$ cat src/pmt_pkg.sv
package pmt_pkg;
  // Register byte offsets on the AXI4-Lite slave.
  localparam logic [7:0] OFF_COUNT = 8'h00;
  localparam logic [7:0] OFF_PERIOD = 8'h04;
  localparam logic [7:0] OFF_CONTROL = 8'h08;
  localparam logic [7:0] OFF_FLAG = 8'h0c;
  localparam logic [7:0] OFF_ENABLE = 8'h10;
  // Reset values.
  localparam logic [7:0] COUNT_RST = 8'h00;
  localparam logic [7:0] PERIOD_RST = 8'hff;
  localparam logic [6:0] CONTROL_RST = 7'h00;
  // Field positions.
  localparam int CTL_POST_LSB = 3;
  localparam int CTL_RUN_BIT = 2;
  localparam int CTL_PRE_LSB = 0;
  localparam int FLAG_MATCH_BIT = 1;
  // Last prescaler count for each division ratio.
  localparam logic [3:0] PRE_LAST_DIV1 = 4'h0;
  localparam logic [3:0] PRE_LAST_DIV4 = 4'h3;
  localparam logic [3:0] PRE_LAST_DIV16 = 4'hf;
  // Bus responses.
  localparam logic [1:0] RESP_OKAY = 2'b00;
  localparam logic [1:0] RESP_SLVERR = 2'b10;
  typedef enum logic [2:0] {
    PMT_SEL_NONE,
    PMT_SEL_COUNT,
    PMT_SEL_PERIOD,
    PMT_SEL_CONTROL,
    PMT_SEL_FLAG,
    PMT_SEL_ENABLE
  } pmt_sel_t;
  typedef struct packed {
    logic [3:0] post_divide_select;
    logic counter_run;
    logic [1:0] pre_divide_select;
  } pmt_ctrl_t;
endpackage

$ cat src/pmt_timer.sv
`timescale 1ns/1ps
module pmt_timer #(
  parameter int ADDR_W = 8
) (
  input wire logic aclk, // Instruction clock
  input wire logic aresetn, // Synchronous reset, active low
  input wire logic [ADDR_W-1:0] s_axi_awaddr, // Write address
  input wire logic [2:0] s_axi_awprot, // Unused protection
  input wire logic s_axi_awvalid, // Write address valid
  output logic s_axi_awready, // Write address ready
  input wire logic [31:0] s_axi_wdata, // Write data
  input wire logic [3:0] s_axi_wstrb, // Write strobes
  input wire logic s_axi_wvalid, // Write data valid
  output logic s_axi_wready, // Write data ready
  output logic [1:0] s_axi_bresp, // Write response
  output logic s_axi_bvalid, // Write response valid
  input wire logic s_axi_bready, // Write response ready
  input wire logic [ADDR_W-1:0] s_axi_araddr, // Read address
  input wire logic [2:0] s_axi_arprot, // Unused protection
  input wire logic s_axi_arvalid, // Read address valid
  output logic s_axi_arready, // Read address ready
  output logic [31:0] s_axi_rdata, // Read data
  output logic [1:0] s_axi_rresp, // Read response
  output logic s_axi_rvalid, // Read data valid
  input wire logic s_axi_rready, // Read data ready
  output logic match_out, // Unscaled match pulse
  output logic shift_clk, // Serial port shift clock
  output logic irq // Level interrupt
);
  import pmt_pkg::*;

  if (ADDR_W < 8)
  begin : g_chk
    $error("pmt_timer: ADDR_W must be at least 8");
  end

  function automatic pmt_sel_t reg_sel(input logic [ADDR_W-1:0] a);
    pmt_sel_t s;
    s = PMT_SEL_NONE;
    if (a == ADDR_W'(OFF_COUNT))
      s = PMT_SEL_COUNT;
    else if (a == ADDR_W'(OFF_PERIOD))
      s = PMT_SEL_PERIOD;
    else if (a == ADDR_W'(OFF_CONTROL))
      s = PMT_SEL_CONTROL;
    else if (a == ADDR_W'(OFF_FLAG))
      s = PMT_SEL_FLAG;
    else if (a == ADDR_W'(OFF_ENABLE))
      s = PMT_SEL_ENABLE;
    return s;
  endfunction

  function automatic logic [3:0] pre_last(input logic [1:0] code);
    logic [3:0] v;
    case (code)
      2'b00: v = PRE_LAST_DIV1;
      2'b01: v = PRE_LAST_DIV4;
      default: v = PRE_LAST_DIV16;
    endcase
    return v;
  endfunction

  logic aw_held;
  logic [ADDR_W-1:0] aw_addr_q;
  logic w_held;
  logic [31:0] w_data_q;
  logic [3:0] w_strb_q;
  logic [7:0] count;
  logic [7:0] period;
  pmt_ctrl_t ctrl;
  logic flag;
  logic enable;
  logic [3:0] pre_cnt;
  logic [3:0] post_cnt;

  // Write channel: address and data are taken in either order.
  wire aw_fire = s_axi_awvalid && s_axi_awready;
  wire w_fire = s_axi_wvalid && s_axi_wready;
  wire wr_go = aw_held && w_held && !s_axi_bvalid;
  wire next_aw_held = (aw_held && !wr_go) || aw_fire;
  wire next_w_held = (w_held && !wr_go) || w_fire;
  wire next_bvalid = wr_go || (s_axi_bvalid && !s_axi_bready);
  wire pmt_sel_t wr_sel = reg_sel(aw_addr_q);
  // Only byte lane 0 carries register bits; without it nothing changes.
  wire wr_lane = wr_go && w_strb_q[0];
  wire wr_count = wr_lane && (wr_sel == PMT_SEL_COUNT);
  wire wr_period = wr_lane && (wr_sel == PMT_SEL_PERIOD);
  wire wr_control = wr_lane && (wr_sel == PMT_SEL_CONTROL);
  wire wr_enable = wr_lane && (wr_sel == PMT_SEL_ENABLE);
  wire [7:0] wr_byte = w_data_q[7:0];

  // Read channel.
  wire ar_fire = s_axi_arvalid && s_axi_arready;
  wire next_rvalid = ar_fire || (s_axi_rvalid && !s_axi_rready);
  wire pmt_sel_t rd_sel = reg_sel(s_axi_araddr);
  wire rd_flag_clear = ar_fire && (rd_sel == PMT_SEL_FLAG);
  wire ar_ctrl = ar_fire && (rd_sel == PMT_SEL_CONTROL);
  logic [7:0] rd_byte;
  always_comb
  begin
    case (rd_sel)
      PMT_SEL_COUNT: rd_byte = count;
      PMT_SEL_PERIOD: rd_byte = period;
      PMT_SEL_CONTROL: rd_byte = {1'b0, ctrl};
      PMT_SEL_FLAG: rd_byte = 8'(flag) << FLAG_MATCH_BIT;
      PMT_SEL_ENABLE: rd_byte = 8'(enable) << FLAG_MATCH_BIT;
      default: rd_byte = 8'h00;
    endcase
  end
  wire [1:0] rd_resp = (rd_sel == PMT_SEL_NONE) ? RESP_SLVERR : RESP_OKAY;
  wire [1:0] wr_resp = (wr_sel == PMT_SEL_NONE) ? RESP_SLVERR : RESP_OKAY;

  // Timer core.
  wire run = ctrl.counter_run;
  wire scaler_clear = wr_count || wr_control;
  wire tick = run && (pre_cnt == pre_last(ctrl.pre_divide_select));
  wire hit = tick && (count == period);
  wire post_done = hit && (post_cnt == ctrl.post_divide_select);
  wire [3:0] next_pre_cnt = scaler_clear ? 4'h0 :
                            !run ? pre_cnt :
                            tick ? 4'h0 : pre_cnt + 4'h1;
  wire [7:0] next_count = wr_count ? wr_byte :
                          hit ? COUNT_RST :
                          tick ? count + 8'h01 : count;
  wire [3:0] next_post_cnt = scaler_clear ? 4'h0 :
                             post_done ? 4'h0 :
                             hit ? post_cnt + 4'h1 : post_cnt;
  // A completion in the cycle of a clearing read keeps the flag set.
  wire next_flag = post_done || (flag && !rd_flag_clear);
  wire next_enable = wr_enable ? wr_byte[FLAG_MATCH_BIT] : enable;

  always_ff @(posedge aclk)
  begin
    if (!aresetn)
    begin
      aw_held <= 1'b0;
      w_held <= 1'b0;
      aw_addr_q <= '0;
      w_data_q <= 32'h0;
      w_strb_q <= 4'h0;
      s_axi_awready <= 1'b0;
      s_axi_wready <= 1'b0;
      s_axi_bvalid <= 1'b0;
      s_axi_bresp <= RESP_OKAY;
    end
    else
    begin
      aw_held <= next_aw_held;
      w_held <= next_w_held;
      s_axi_awready <= !next_aw_held;
      s_axi_wready <= !next_w_held;
      s_axi_bvalid <= next_bvalid;
      if (aw_fire)
        aw_addr_q <= s_axi_awaddr;
      if (w_fire)
      begin
        w_data_q <= s_axi_wdata;
        w_strb_q <= s_axi_wstrb;
      end
      if (wr_go)
        s_axi_bresp <= wr_resp;
    end
  end

  always_ff @(posedge aclk)
  begin
    if (!aresetn)
    begin
      s_axi_arready <= 1'b0;
      s_axi_rvalid <= 1'b0;
      s_axi_rdata <= 32'h0;
      s_axi_rresp <= RESP_OKAY;
    end
    else
    begin
      s_axi_arready <= !next_rvalid;
      s_axi_rvalid <= next_rvalid;
      if (ar_fire)
      begin
        s_axi_rdata <= {24'h0, rd_byte};
        s_axi_rresp <= rd_resp;
      end
    end
  end

  always_ff @(posedge aclk)
  begin
    if (!aresetn)
    begin
      count <= COUNT_RST;
      period <= PERIOD_RST;
      ctrl <= CONTROL_RST;
      pre_cnt <= 4'h0;
      post_cnt <= 4'h0;
      flag <= 1'b0;
      enable <= 1'b0;
    end
    else
    begin
      count <= next_count;
      if (wr_period)
        period <= wr_byte;
      if (wr_control)
        ctrl <= wr_byte[6:0];
      pre_cnt <= next_pre_cnt;
      post_cnt <= next_post_cnt;
      flag <= next_flag;
      enable <= next_enable;
    end
  end

  always_ff @(posedge aclk)
  begin
    if (!aresetn)
    begin
      match_out <= 1'b0;
      shift_clk <= 1'b0;
      irq <= 1'b0;
    end
    else
    begin
      match_out <= hit;
      shift_clk <= shift_clk ^ hit;
      irq <= next_flag && next_enable;
    end
  end
endmodule

$ cat config.mk
export PLATFORM = sky130hd
export DESIGN_NAME = pmt_timer
export DESIGN_NICKNAME = d
export VERILOG_FILES = /design/src/pmt_pkg.sv /design/src/pmt_timer.sv
export SDC_FILE = /design/constraint.sdc
export NUM_CORES = 1
export LEC_CHECK = 0
export BUFFER_PORTS_ARGS = -buffer_cell sky130_fd_sc_hd__buf_4
export CAP_MARGIN = 20
export CORE_UTILIZATION = 40
export CTS_CLUSTER_DIAMETER = 80
export DETAILED_ROUTE_END_ITERATION = 8
export PLACE_DENSITY_LB_ADDON = 0.2
export SLEW_MARGIN = 10
export SYNTH_ARGS = -nofsm -noshare
export SYNTH_HDL_FRONTEND = slang
export SYNTH_SLANG_ARGS = --single-unit
$ cat constraint.sdc
create_clock -name aclk -period 2.3 [get_ports aclk]
set_clock_uncertainty 0.15 [all_clocks]
set_input_delay 0.46 -clock aclk [delete_from_list [all_inputs] [get_ports aclk]]
set_output_delay 0.46 -clock aclk [all_outputs]
set_load 0.03 [all_outputs]
==> flow_summary.yaml <==
finish:
  layout-drive-gt1-share_pct: 19.8
  antenna_cells: 0
  nets: 543
  stdcell_area_um2: 4160
  synthToLayoutAreaGrowth_pct: 17.5
synth:
  yosysWarnings: 0
  post_synth_fa_ha_maj_area_fraction_pct: 1.06
  mapped_avg_cell_area_um2: 8.37
  synthDistinctLibCells: 60
  synth.largest_area_cell: "dfxtp_1"
  synth.yosys.seq_area_share_pct: 39.6
  synth_enable_flop_cells: 0
  mappedNetlistArea_um2: 3540
  synthDominantCellAreaShare_pct: 39.6
  combinational_family_with_the_most_area_after_synthesis: "simple AND/OR/NAND/NOR gates"
  ys_ff_latch: 70
  yosys.area_share.xor_xnor_pct: 3.43
  postSynth.topFlopCell: "dfxtp_1"
  synth_area_in_compound_gates_pct: 15.1
  muxShareOfSynthArea_pct: 6.86
  yosys.area_share.simple_pct: 24.1
  netlist_top_cells_area: "dfxtp_1 40%, nand2_1 6.6%, mux2i_1 6.2%"
  async_reset_ff_share_pct: 0
  syn-instance-count: 423
job:
  timing.max_cap.violations: 0
route:
  detailedRoute.firstIterationViolations: 164
  dr_total_vias: 3072
  first_pass_iters: 4
  route.detailed.vias_per_inst: 5.25
  remaining_drc_errors: 0
  ant_nets: 0
  totalWireLength_um: 8260
  avgRoutedWirePerCell_um: 14.1
clock_tree:
  clk_transition_reported_paths_ps: 80
  tritoncts_clock_tree: "built"
  clk_path_buf_depth: 2
  tritoncts.num_buffers: 9
  clock_latency_at_the_later_pin_of_the_worst_skew_pair_ps: 340
  cts.sink_count: 70
  clock_tree.htree_level_count: 3
  root_buffer: "clkbuf_8"
setup_path:
  timing.critical_path.to_type: "flip-flop"
  cp.required_ps: 2420
  critPathArrivalTime_ps: 2230
  critPathKind: "flip-flop to flip-flop"
  critical_path.max_fanout: 12
  timing.critical_path.from_type: "flip-flop"
power:
  switching_part_of_the_total_power_pct: 27.7
  power.density_cell_area_nw_per_um2: 611
  power_report.internal_total_mw: 1.84
  vdd_ir_drop_max_v: 0.000348
  power.switching_mw: 0.704
  power.combinational.fraction_pct: 9.9
  cellLeakagePower_nw: 1.71
  sequentialPowerShare_pct: 49.8
  post-layout-total-power_mw: 2.54
  power.clock.fraction_pct: 40.3
global_routing:
  grt_first_pass_wirelength_um: 13700
  globalRouteTotalUtil_pct: 19.6
  grt_pass1_vias: 2809
  grt.overflow.total: 0
  antenna_violations_before_repair: 0
  grt_start_max_net_pins: 31
die:
  chipWidth_um: 96.1
  row_count: 33
  dieArea_um2: 9230
  design.portCount: 109
  die_h_um: 96.1
  core_area_um2: 8380
  floorplan.initialDensity_pct: 42.2
min_path:
  hold_class: "primary input to flip-flop"
sta:
  fmax_ghz: 0.474
  totalNegativeSetupSlack_ps: 0
  final_period_minus_worst_setup_slack_ps: 2110
  final_max_slew_viol_count: 0
  finalCritPeriodShare_pct: 91.7
  unrepaired_setup_endpoints_after_global_routing: "no"
  timing.final.setup_violations: 0
  final_hold_viol_count: 0
placed_design:
  place.port_buffers: 49
  postPlaceCellArea_um2: 3950
  gp_congestion: 0.813
  hpwl_um: 5930
outcome:
  run_status: "complete, no violations"
## sequential cells by signal, summed over array words and instances, names as in the netlist, 4 cells and up
| name | flops |
|---|---|
| s_axi_rdata | 8 |
| aw_addr_q | 8 |
| pre_cnt | 4 |
| w_data_q | 8 |
| count | 8 |
| ctrl | 6 |
| period | 8 |
| post_cnt | 4 |
## final timing paths
path | start | end | slack, ps | cells past startpoint
min | s_axi_wstrb[0] | w_strb_q[0]$_SDFFE_PN0P_ | 210 | 3
max | pre_cnt[2]$_SDFFE_PP0P_ | post_cnt[0]$_SDFFE_PP0P_ | 190 | 5
min reg2reg | s_axi_rdata[4]$_SDFFE_PN0P_ | s_axi_rdata[4]$_SDFFE_PN0P_ | 310 | 2
max reg2reg | pre_cnt[2]$_SDFFE_PP0P_ | post_cnt[0]$_SDFFE_PP0P_ | 190 | 5
## cell usage after synthesis, types with 2 or more instances
master	instances
a21oi_1	38
a31oi_1	7
and2_1	11
and3_1	4
buf_1	3
buf_2	5
buf_4	26
buf_6	2
clkbuf_1	13
dfxtp_1	70
ha_1	3
inv_1	11
mux2i_1	22
nand2_1	62
nand2b_1	4
nand3_1	20
nand3b_1	3
nand4_1	6
nand4b_1	4
nor2_1	23
nor3_1	7
nor4_1	3
nor4_4	2
o211ai_1	4
o21ai_0	23
o31ai_1	2
or4_1	2
xnor2_1	4
xor2_1	8
## metrics by stage
stage / hold slack (ps) / utilization, % / cells / worst slack (ps)
after CTS: 183 / 49.6 / 585 / 151
after global routing: 204 / 49.6 / 585 / 4.55
after floorplan: 282 / - / 448 / 233
after detailed placement: 296 / 47.1 / 569 / 174
final: 207 / 49.6 / 585 / 192
after global placement: 294 / 47.1 / 569 / 211
## timing repair
item | CTS | global route
resized for setup | 0 | 1
hold buffers | 0 | 0
setup buffers | 0 | 0
setup endpoints to repair | 0 | 1
## per-layer routing
metal	GRT usage, %	share of wire [%]	up-vias
met5	0	0	-
met4	8.08	1.9	0
met3	3.16	3.9	12
met2	31.5	46	82
met1	26.0	48	1439
li1	-	-	1539
## logic make-up (layout without fill, tap and decap cells)
logic type / Yosys count / count (layout)
adder cells (fa/ha/maj): 3 / 3
AO/OA/AOI/OAI: 90 / 90
XOR/XNOR: 13 / 13
multiplexers: 23 / 23
flip-flops: 70 / 70
AND/OR/NAND/NOR: 163 / 163
buffers and inverters: 60 / 92
other: 1 / 26
## final cells by class
type / instances / area, um^2
fill: 830 / 4220
multi-input combinational: 318 / 1890
sequential: 70 / 1400
timing repair buffer: 65 / 488
tap: 105 / 131
clock buffer: 9 / 124
clock inverter: 7 / 80.1
inverter: 11 / 41.3
## critical path: stages, from the launching register on
cell     delay [ps]
dfxtp_1         380
nor4b_2         310
o21ai_1         140
and2_1          330
or4_4           570
a21oi_2         150
## cells in the final DEF, fill, tap and decap left out, types with 2 or more instances in the layout
cell type   instances
clkinvlp_4          2
nand2b_1            4
and3_1              4
inv_1              11
and2_1             11
buf_4              65
nor4_1              2
o211ai_1            4
conb_1             26
o31ai_1             2
o21ai_0            23
nand3b_1            3
nor4_4              2
nor3_1              7
inv_6               3
nor2_1             23
ha_1                3
a21oi_1            38
or4_1               2
nand2_1            62
nand4_1             6
a31oi_1             7
mux2i_1            22
xor2_1              8
nand4b_1            4
nand3_1            20
clkbuf_8            9
xnor2_1             4
dfxtp_1            70
## power groups by stage
stage | Sequential [mW] | Combinational (mW) | Clock (mW)
finish | 1.26 | 0.252 | 1.03
global route | 1.27 | 0.276 | 1.11
CTS | 1.26 | 0.253 | 1.06
detailed placement | 1.29 | 0.252 | 0
global placement | 1.29 | 0.249 | 0
floorplan | 1.30 | 0.190 | 0
Power figures use the tool's default switching activity.
